`src/rtl/uab_pkg.sv`:
```
package uab_pkg;

  // ------------------------------------------------------------
  // register offsets (word index on the plain register port)
  // ------------------------------------------------------------
  localparam logic [3:0] REG_RATE_CONTROL = 4'h0;
  localparam logic [3:0] REG_DIVISOR_LOW = 4'h1;
  localparam logic [3:0] REG_DIVISOR_HIGH = 4'h2;
  localparam logic [3:0] REG_RECEIVE_BUFFER = 4'h3;
  localparam logic [3:0] REG_STATUS = 4'h4;

  // ------------------------------------------------------------
  // rate control field positions
  // ------------------------------------------------------------
  localparam int BIT_AUTOBAUD_ENABLE = 0;
  localparam int BIT_WAKE_ENABLE = 1;
  localparam int BIT_WIDE_DIVISOR = 2;
  localparam int BIT_HIGH_SPEED = 3;
  localparam int BIT_SYNC_SELECT = 4;

  // status field positions
  localparam int BIT_RECEIVE_FLAG = 0;
  localparam int BIT_RECEIVER_IDLE = 1;
  localparam int BIT_MEASURE_ACTIVE = 2;

  // ------------------------------------------------------------
  // reset values and counts
  // ------------------------------------------------------------
  localparam logic [7:0] RESET_RATE_CONTROL = 8'h00;
  localparam logic [15:0] RESET_DIVISOR = 16'h0000;
  localparam logic [15:0] CAL_COUNT_START = 16'h0001;
  localparam int CAL_RISING_EDGES = 5;
  // measurement clock dividers: base clock divided by 512, 128 or 32
  localparam logic [9:0] CAL_DIV_SLOW = 10'h200;
  localparam logic [9:0] CAL_DIV_MID = 10'h080;
  localparam logic [9:0] CAL_DIV_FAST = 10'h020;

  // ------------------------------------------------------------
  // types
  // ------------------------------------------------------------
  typedef enum logic [3:0] {
    ST_IDLE = 4'h1,
    ST_WAIT_START = 4'h2,
    ST_WAIT_RISE = 4'h4,
    ST_COUNT = 4'h8
  } uab_cal_state_type;

  typedef struct packed {
    logic [3:0] addr;
    logic [7:0] wdata;
    logic wr;
    logic rd;
  } uab_bus_req_type;

endpackage : uab_pkg

```
`src/rtl/uab_autobaud_wake.sv`:
```
module uab_autobaud_wake
  import uab_pkg::*;
(
  input wire logic i_clock,
  input wire logic i_srst,
  input wire logic [3:0] i_addr,
  input wire logic [7:0] i_wdata,
  input wire logic i_wr,
  input wire logic i_rd,
  output logic [7:0] o_rdata,
  input wire logic i_serial_in_line,
  input wire logic [7:0] i_rx_data,
  input wire logic i_rx_done,
  input wire logic i_rx_busy,
  output logic o_receive_flag,
  output logic o_rx_hold_idle,
  output logic o_wide_divisor_select,
  output logic o_high_speed_select,
  output logic [15:0] o_rate_divisor
);

  // ------------------------------------------------------------
  // state
  // ------------------------------------------------------------
  typedef struct packed {
    logic [1:0] rx_sync;
    logic rx_prev;
    uab_cal_state_type cal;
    logic [2:0] rises;
    logic autobaud_enable;
    logic wake_enable;
    logic wake_low;
    logic wide_divisor_select;
    logic high_speed_select;
    logic sync_select;
    logic [15:0] divisor;
    logic [7:0] buffer;
    logic receive_flag;
    logic [7:0] rdata;
    logic hold_idle;
  } uab_state_type;

  uab_state_type state_ff;
  uab_state_type nxt_state;
  uab_bus_req_type bus;
  logic cal_tick;
  logic [9:0] cal_divide;
  logic rx_level;
  logic rx_rise;
  logic rx_fall;
  logic wake_active;

  assign bus = '{addr: i_addr, wdata: i_wdata, wr: i_wr, rd: i_rd};
  assign rx_level = state_ff.rx_sync[1];
  assign rx_rise = rx_level && !state_ff.rx_prev;
  assign rx_fall = !rx_level && state_ff.rx_prev;
  // wake monitor is ignored in synchronous mode
  assign wake_active = state_ff.wake_enable && !state_ff.sync_select;

  // ------------------------------------------------------------
  // calibration clock select
  // ------------------------------------------------------------
  always_comb begin
    unique case ({state_ff.wide_divisor_select, state_ff.high_speed_select})
      2'b00: cal_divide = CAL_DIV_SLOW;
      2'b11: cal_divide = CAL_DIV_FAST;
      default: cal_divide = CAL_DIV_MID;
    endcase
  end

  // divider restarts at the first rise so every period is whole
  uab_rate_tick u_cal_tick (
    .i_clock(i_clock),
    .i_srst(i_srst),
    .i_clear(state_ff.cal != ST_COUNT),
    .i_divide(cal_divide),
    .o_tick(cal_tick)
  );

  // ------------------------------------------------------------
  // next state
  // ------------------------------------------------------------
  always_comb begin
    nxt_state = state_ff;
    nxt_state.rx_sync = {state_ff.rx_sync[0], i_serial_in_line};
    nxt_state.rx_prev = rx_level;

    // receive buffer fed by the normal receiver when it runs
    if (i_rx_done && !state_ff.hold_idle) begin
      nxt_state.buffer = i_rx_data;
    end

    // register writes
    if (bus.wr) begin
      unique case (bus.addr)
        REG_RATE_CONTROL: begin
          nxt_state.autobaud_enable = bus.wdata[BIT_AUTOBAUD_ENABLE];
          nxt_state.wake_enable = bus.wdata[BIT_WAKE_ENABLE];
          nxt_state.wide_divisor_select = bus.wdata[BIT_WIDE_DIVISOR];
          nxt_state.high_speed_select = bus.wdata[BIT_HIGH_SPEED];
          nxt_state.sync_select = bus.wdata[BIT_SYNC_SELECT];
          if (bus.wdata[BIT_WAKE_ENABLE] && !state_ff.wake_enable) begin
            nxt_state.wake_low = 1'b0;
          end
        end
        REG_DIVISOR_LOW: nxt_state.divisor[7:0] = bus.wdata;
        REG_DIVISOR_HIGH: nxt_state.divisor[15:8] = bus.wdata;
        default: ;
      endcase
    end

    // receive buffer read clears the flag
    if (bus.rd && bus.addr == REG_RECEIVE_BUFFER) begin
      nxt_state.receive_flag = 1'b0;
    end
    if (i_rx_done && !state_ff.hold_idle) begin
      nxt_state.receive_flag = 1'b1; // set wins over clear
    end

    // wake monitor: any falling edge wakes, no low-time check
    if (wake_active) begin
      if (rx_fall && !state_ff.wake_low) begin
        nxt_state.wake_low = 1'b1;
        nxt_state.receive_flag = 1'b1;
      end else if (rx_rise && state_ff.wake_low) begin
        nxt_state.wake_enable = 1'b0;
        nxt_state.wake_low = 1'b0;
      end
    end

    // calibration sequence
    unique case (state_ff.cal)
      ST_IDLE: begin
        // waits while the break is still being watched
        if (state_ff.autobaud_enable && !wake_active) begin
          nxt_state.cal = ST_WAIT_START;
        end
      end
      ST_WAIT_START: begin
        if (rx_fall) begin
          nxt_state.cal = ST_WAIT_RISE;
        end
      end
      ST_WAIT_RISE: begin
        if (rx_rise) begin
          nxt_state.cal = ST_COUNT;
          nxt_state.divisor = CAL_COUNT_START;
          nxt_state.rises = 3'h1;
        end
      end
      ST_COUNT: begin
        if (cal_tick) begin
          nxt_state.divisor = state_ff.divisor + 16'h0001;
        end
        if (rx_rise) begin
          nxt_state.rises = state_ff.rises + 3'h1;
          if (state_ff.rises == 3'(CAL_RISING_EDGES - 1)) begin
            nxt_state.cal = ST_IDLE;
            nxt_state.autobaud_enable = 1'b0;
            nxt_state.receive_flag = 1'b1;
          end
        end
      end
      default: nxt_state.cal = ST_IDLE;
    endcase

    // software abort forces idle and masks any flag set in that cycle, but a tick in that cycle still steps the divisor
    if (state_ff.cal != ST_IDLE && !state_ff.autobaud_enable) begin
      nxt_state.cal = ST_IDLE;
      nxt_state.receive_flag = state_ff.receive_flag && nxt_state.receive_flag;
    end

    nxt_state.hold_idle = nxt_state.autobaud_enable || (nxt_state.wake_enable
                          && !nxt_state.sync_select);

    // read data, one cycle after the strobe
    nxt_state.rdata = 8'h00;
    if (bus.rd) begin
      unique case (bus.addr)
        REG_RATE_CONTROL: nxt_state.rdata = {3'h0, state_ff.sync_select,
          state_ff.high_speed_select, state_ff.wide_divisor_select,
          state_ff.wake_enable, state_ff.autobaud_enable};
        REG_DIVISOR_LOW: nxt_state.rdata = state_ff.divisor[7:0];
        REG_DIVISOR_HIGH: nxt_state.rdata = state_ff.divisor[15:8];
        REG_RECEIVE_BUFFER: nxt_state.rdata = state_ff.buffer;
        REG_STATUS: nxt_state.rdata = {5'h00, state_ff.cal != ST_IDLE,
          !i_rx_busy && state_ff.cal == ST_IDLE, state_ff.receive_flag};
        default: nxt_state.rdata = 8'h00;
      endcase
    end
  end

  // ------------------------------------------------------------
  // state register
  // ------------------------------------------------------------
  always_ff @(posedge i_clock) begin
    if (i_srst) begin
      state_ff <= '0;
      state_ff.rx_sync <= 2'h3;
      state_ff.rx_prev <= 1'b1;
      state_ff.cal <= ST_IDLE;
      state_ff.divisor <= RESET_DIVISOR;
    end else begin
      state_ff <= nxt_state;
    end
  end

  assign o_rdata = state_ff.rdata;
  assign o_receive_flag = state_ff.receive_flag;
  assign o_rx_hold_idle = state_ff.hold_idle;
  assign o_wide_divisor_select = state_ff.wide_divisor_select;
  assign o_high_speed_select = state_ff.high_speed_select;
  // outside rate generator divides by four times (divisor plus one) in fast 16-bit mode
  assign o_rate_divisor = state_ff.divisor;

endmodule : uab_autobaud_wake

```
`src/rtl/uab_rate_tick.sv`:
```
module uab_rate_tick
  import uab_pkg::*;
(
  input wire logic i_clock,
  input wire logic i_srst,
  input wire logic i_clear,
  input wire logic [9:0] i_divide,
  output logic o_tick
);

  typedef struct packed {
    logic [9:0] count;
    logic tick;
  } uab_tick_state_type;

  uab_tick_state_type state_ff;
  uab_tick_state_type nxt_state;

  // ------------------------------------------------------------
  // divider: one pulse every i_divide clocks
  // ------------------------------------------------------------
  always_comb begin
    nxt_state = state_ff;
    nxt_state.tick = 1'b0;
    // restart at one: the registered pulse then lands a whole period after the clear
    if (i_clear) begin
      nxt_state.count = 10'h001;
    end else if (state_ff.count >= i_divide - 10'h001) begin
      nxt_state.count = 10'h000;
      nxt_state.tick = 1'b1;
    end else begin
      nxt_state.count = state_ff.count + 10'h001;
    end
  end

  // state register
  always_ff @(posedge i_clock) begin
    if (i_srst) begin
      state_ff <= '0;
    end else begin
      state_ff <= nxt_state;
    end
  end

  assign o_tick = state_ff.tick;

endmodule : uab_rate_tick
```
`config.mk`:
```
export PLATFORM = sky130hd
export DESIGN_NAME = uab_autobaud_wake
export DESIGN_NICKNAME = d
export VERILOG_FILES = /design/src/rtl/uab_pkg.sv /design/src/rtl/uab_autobaud_wake.sv /design/src/rtl/uab_rate_tick.sv
export SDC_FILE = /design/constraint.sdc
export NUM_CORES = 1
export LEC_CHECK = 0
export ABC_CLOCK_PERIOD_IN_PS = 2500
export CAP_MARGIN = 10
export CORE_MARGIN = 10
export CORE_UTILIZATION = 46
export DETAILED_ROUTE_END_ITERATION = 10
export DONT_BUFFER_PORTS = 1
export PLACE_DENSITY_LB_ADDON = 0.2
export SYNTH_ARGS = -nofsm -noshare
export SYNTH_HDL_FRONTEND = slang
export SYNTH_HIERARCHICAL = 1
export SYNTH_SLANG_ARGS = --single-unit
```
`constraint.sdc`:
```
create_clock -name i_clock -period 2.5 [get_ports i_clock]
set_input_delay 0.375 -clock i_clock [delete_from_list [all_inputs] [get_ports i_clock]]
set_output_delay 0.375 -clock i_clock [all_outputs]
set_load 0.03 [all_outputs]
```
Word level (Yosys, flattened, before mapping)
Cells that the tools add are included.
W data, S select, Z words.
Word-level totals
  bits of input ports: 27
  bits in registers: 61
Cells by class
  muxes and demuxes: 34
  add/sub/neg operators: 4
  bitwise logic cells: 1
  order comparisons: 1
  reductions and logical operators: 34
  equal/unequal tests: 17
Operator list (count)
  $pmux W8 S5: 1
  $mux W16: 2
  $pmux W16 S2: 1
  $mux W8: 3
  $mux W22: 1
  $pmux W10 S2: 1
  $add A16 B1 Y16 const B: 1
  $mux W1: 16
  $pmux W4 S4: 1
  $logic_and A1 B1 Y1: 13
  $eq A4 B2 Y1 const B: 3
  $mux W4: 3
  $add A10 B1 Y10 const B: 1
  $ge A10 B10 Y1: 1
  $logic_not A1 Y1: 10
  $ne A2 B2 Y1 const B: 5
  $sub A10 B1 Y10 const B: 1
  $eq A4 B1 Y1 const B: 2
  $eq A4 B3 Y1 const B: 2
  $mux W7: 1
  $mux W6: 1
  $pmux W3 S2: 1
  $reduce_or A2 Y1: 3
  $reduce_and A5 Y1: 1
  15 further kinds: 16

Logic depth before layout (Yosys ltp)
  depth in word-level cells: 11
  gate-level depth with buffers: 11
  mapped depth without buffers: 10

Modules after synthesis
The synthesis kept the hierarchy.
By module, submodules not included
  uab_autobaud_wake: instances 1, area each 2792.7 µm², sequential area each 1001.0 µm², cells each 322
  uab_rate_tick: instances 1, area each 898.4 µm², sequential area each 220.2 µm², cells each 95

Worst setup path before layout
No wires, ideal clock.
  kind: reg2reg
  start point: reg state_ff (netlist bit o_wide_divisor_select)
  end point: reg u_cal_tick/state_ff[10] (netlist name)
  data arrival time: 2.525 ns
  cell stages (with the launch flop): 11
  path slack: -0.167 ns
  buffers on the path: 1
  data required time: 2.358 ns
  clock period less this slack: 2.667 ns
  library setup time: 0.142 ns
  cells stage by stage: dfxtp_1 -> inv_1 -> ha_1 -> nor4_1 -> nand3_1 -> xor2_1 -> ha_1 -> nand4_1 -> o41ai_2 -> buf_6 -> nor4_2
On the way
  word-level cells in the longest chain between the ends: 5
Ends and longest elaborated chain
  start: declaration: RTL line uab_autobaud_wake.sv:43  | uab_state_type state_ff;
  start signal: assignment: RTL line uab_autobaud_wake.sv:204  | state_ff <= nxt_state;
  $eq A2 B2 Y1 or $logic_not A2 Y1 (tied branches): RTL line uab_autobaud_wake.sv:64  | unique case ({state_ff.wide_divisor_select, state_ff.high_speed_select})
  $pmux W10 S2 *: RTL line uab_autobaud_wake.sv:64
  via cal_divide[7]: RTL line uab_autobaud_wake.sv:47  | logic [9:0] cal_divide;
  $sub A10 B1 Y10 *: RTL line uab_rate_tick.sv:28  | end else if (state_ff.count >= i_divide - 10'h001) begin
  $ge A10 B10 Y1 *: RTL line uab_rate_tick.sv:28
  $reduce_or A3 Y1 (no source line) *
  end signal: assignment: RTL line uab_rate_tick.sv:41  | state_ff <= nxt_state;
  end: declaration: RTL line uab_rate_tick.sv:16  | uab_tick_state_type state_ff;
Mark *: on every way through the listed nets, which the timed path passes. The rest lies on a longest branch.
A chain may end at the register's enable or synchronous reset.

Worst setup path in the final report
  start point: reg state_ff (netlist bit o_wide_divisor_select)
  end point: reg u_cal_tick/state_ff[1] (netlist name)
On the way
  word-level cells in the longest chain between the ends: 6
Ends and longest elaborated chain
  $eq A2 B2 Y1 or $logic_not A2 Y1 (tied branches): RTL line uab_autobaud_wake.sv:64
  $pmux W10 S2 *: RTL line uab_autobaud_wake.sv:64
  via cal_divide[5]: RTL line uab_autobaud_wake.sv:47
  $sub A10 B1 Y10 *: RTL line uab_rate_tick.sv:28
  $ge A10 B10 Y1 *: RTL line uab_rate_tick.sv:28
  $mux W1 *: RTL line uab_rate_tick.sv:28
  $mux W1 *: RTL line uab_rate_tick.sv:26  | if (i_clear) begin
Marks and branches as above.

==> metrics.cfg <==
[run_status]
status=complete, no violations

[final_layout]
fin_area_sq_um=4033
area_growth_pct=9.254
mostFrequentLayoutCell=dfxtp_1
drive_gt1_frac=0.1752
register_area_sq_um=1224
diodes=0
final_nets=467
instances_no_fill=530
fin_util=0.5192
n_fill_cell=767
multi_input_area_sq_um=2292
final_cell_mix=dfxtp_1, nor2_1, nand2_1

[worst_hold_path]
min_path_type=in -> reg
holdPathStages=1
whs_endpoint=state_ff[40]
hold_start=i_srst

[die]
placementRows=32
die-area_sq_um=12010
initial_utilization=0.4752
dieWidth_um=109.6
io_pins=55
coreArea_sq_um=7767
fp.dieH_um=109.6

[critical_path]
worstPathCellList=ha_1 > nor3_2 > xnor2_1 > ha_1 > a211o_1 > a21oi_2 > o41ai_4 > buf_12 > o41ai_2
critPathArrivalTime_ns=2.71
crit_type=reg -> reg
r2r_cells=9
rr_endpoint=u_cal_tick/state_ff[1]
r2r_slack_ns=0.05
cpMaxStageDelayCell=dfxtp_2
critPathRequiredTime_ns=2.76
worst-path-max-fanout=11
start_kind=flop
end_kind=flop
cp_common_cell=ha_1
max_stage_delay_ns=0.33
worstReg2RegStart=o_wide_divisor_select

[job]
maxCapViolCount=0

[power_and_ir_drop]
pwr-share-comb=0.058
p_leak_nw=1.563
p_int_mw=1.586
switchingPower_mw=0.4857
power_switching_share=0.2344
p_clk_frac=0.452
irDropWorstVdd_v=0.0003216
seq_power_share=0.490
power.density_nw_per_um2=513.7
p_total_mw=2.072

[global_routing]
grt_pass1_wl_um=15540
grt_overflow=0
grt_antenna_before_repair=0
grt_pass1_vias=2878
grt_max_degree=44
track_usage=0.1654

[timing]
drv_slew=0
setup_violations=0
tightest_slew_ns=0.6608
rsz0062_at_grt=true
min_period_ns=2.449
timing.fmax_mhz=408.4
hold_ws_ns=0.09382
hold_viol_final=0
relSlewSlack=0.5533
skew_ns=0.01148
fin_crit_sh=0.9794

[synthesis]
synth_compound_area_frac=0.1417
syn_area_per_cell_sq_um=8.851
synth_edf_count=0
synthFlopType=dfxtp_1
netlist_instances=417
yosys_warnings=6
synth_area_sq_um=3691
ys_seq_area_frac=0.3308
synthArstFlopShare=0
synthDistinctLibCells=68
synth-seq-cells=61
synthMuxAreaShare=0.07017
synth.area.top_cells=dfxtp_1, ha_1, buf_4
synth_fa_ha_area_frac=0.05763
yosys.area_share.simple=0.2559
synth.top_cell.area_share=0.3308
synth_top_family_by_area=simple AND/OR/NAND/NOR gates
synth_area_leader_cell=dfxtp_1
synth_xor_area_frac=0.05458

[placed_design]
place_hpwl_um=7254
place_area_sq_um=3749
portBuffers=0
dp.cells=514
gp_congestion=0.8514

[clock_tree]
cts_made_buffers=9
cts.sinks=61
post-cts-setup-buffer-count=0
clk_path_buf_depth=2
ctsHtreeMaxLevel=3
clk_latency_ns=0.36
cts_tree=yes
postCtsHoldBufs=0
clkTransAtPathRegs_ns=0.07
cts_root_buffer=clkbuf_8

[drt]
drc=0
ant_nets=0
drt_wl_total_um=9637
drt_pre_antenna_iters=5
drt_iter0_drc=162
vias=3017
wire_per_inst_um=18.18
viasPerCell=5.692

## cell families (layout without fill, tap and decap cells)
group / Yosys count / count (layout)
buf+inv: 53 / 44
simple gates: 166 / 166
fa+ha+maj: 17 / 17
compound gates: 77 / 77
xor+xnor: 23 / 23
mux: 19 / 19
flops: 61 / 61
other cells: 1 / 21
## registers in the layout (all words and copies together), names as in the netlist
register,cells
o_rdata,8
nxt_state,2
o_wide_divisor_select,1
state_ff,20
o_high_speed_select,1
u_cal_tick/state_ff,10
o_rx_hold_idle,1
o_rate_divisor,16
u_cal_tick/o_tick,1
o_receive_flag,1
## power by group through the flow
| stage | combinational (mW) | sequential, mW | clock, mW |
|---|---|---|---|
| finish | 0.120 | 1.02 | 0.936 |
| global route | 0.136 | 1.02 | 0.989 |
| CTS | 0.117 | 1.02 | 0.946 |
| detailed placement | 0.112 | 1.04 | 0 |
| global placement | 0.110 | 1.04 | 0 |
| floorplan | 0.117 | 1.03 | 0 |
## through the flow
stage,worst slack (ns),setup TNS [ns]
2_1_floorplan,0.01920,0
3_3_place_gp,0.07306,0
3_5_place_dp,-0.02764,-0.1097
4_1_cts,0.05278,0
5_1_grt,-0.06887,-0.4216
6_report,0.05140,0
## Yosys cell counts, types with 4 or more instances
library cell / n
a21oi_1: 24
a22oi_1: 9
buf_2: 4
buf_4: 24
clkbuf_1: 6
dfxtp_1: 61
ha_1: 17
inv_1: 12
mux2_2: 5
mux2i_1: 9
mux4_2: 5
nand2_1: 37
nand2b_1: 5
nand3_1: 11
nand4_1: 5
nor2_1: 38
nor2b_1: 6
nor3_1: 12
nor4_1: 6
nor4_2: 8
o21ai_0: 10
o22ai_1: 4
or2_2: 4
or3_1: 4
xnor2_1: 15
xor2_1: 8
## per-layer routing
metal	track usage	up-vias	part of all wire
li1	-	1478	-
met1	0.2067	1435	0.42
met2	0.2526	86	0.47
met3	0.06729	18	0.088
met4	0.05762	0	0.018
met5	0	-	0
## cell type report
class / count / share of cell area
inverters: 12 / 0.01117
clock buffers: 13 / 0.04189
clock inverters: 3 / 0.01055
multi-input cells: 323 / 0.5684
repair buffers: 16 / 0.03289
flip-flops and latches: 61 / 0.3034
well taps: 102 / 0.03165
## worst max-delay path, delay by kind of cell (launching register included)
kind | cells | cell delay [ns]
buf+inv | 1 | 0.16
fa+ha+maj | 2 | 0.59
simple gates | 1 | 0.22
compound gates | 4 | 0.87
xor+xnor | 1 | 0.18
flops | 1 | 0.33
## how the worst max path moves through the flow
stage / start / endpoint / slack (ns) / cells past startpoint
after detailed placement: o_wide_divisor_select / u_cal_tick/state_ff[1] / -0.03 / 10
after floorplan: o_wide_divisor_select / u_cal_tick/state_ff[10] / 0.02 / 10
after global routing: o_wide_divisor_select / u_cal_tick/state_ff[10] / -0.07 / 9
after global placement: o_wide_divisor_select / u_cal_tick/state_ff[1] / 0.07 / 10
final: o_wide_divisor_select / u_cal_tick/state_ff[1] / 0.05 / 9
after CTS: o_wide_divisor_select / u_cal_tick/state_ff[1] / 0.05 / 11
## what timing repair did
action | 4_1_cts | 5_1_grt
cloned | 0 | 0
pin swaps | 0 | 1
endpoints found under the setup margin | 11 | 11
resized for setup | 4 | 5
Note: power is estimated with default switching activity, not from simulation.
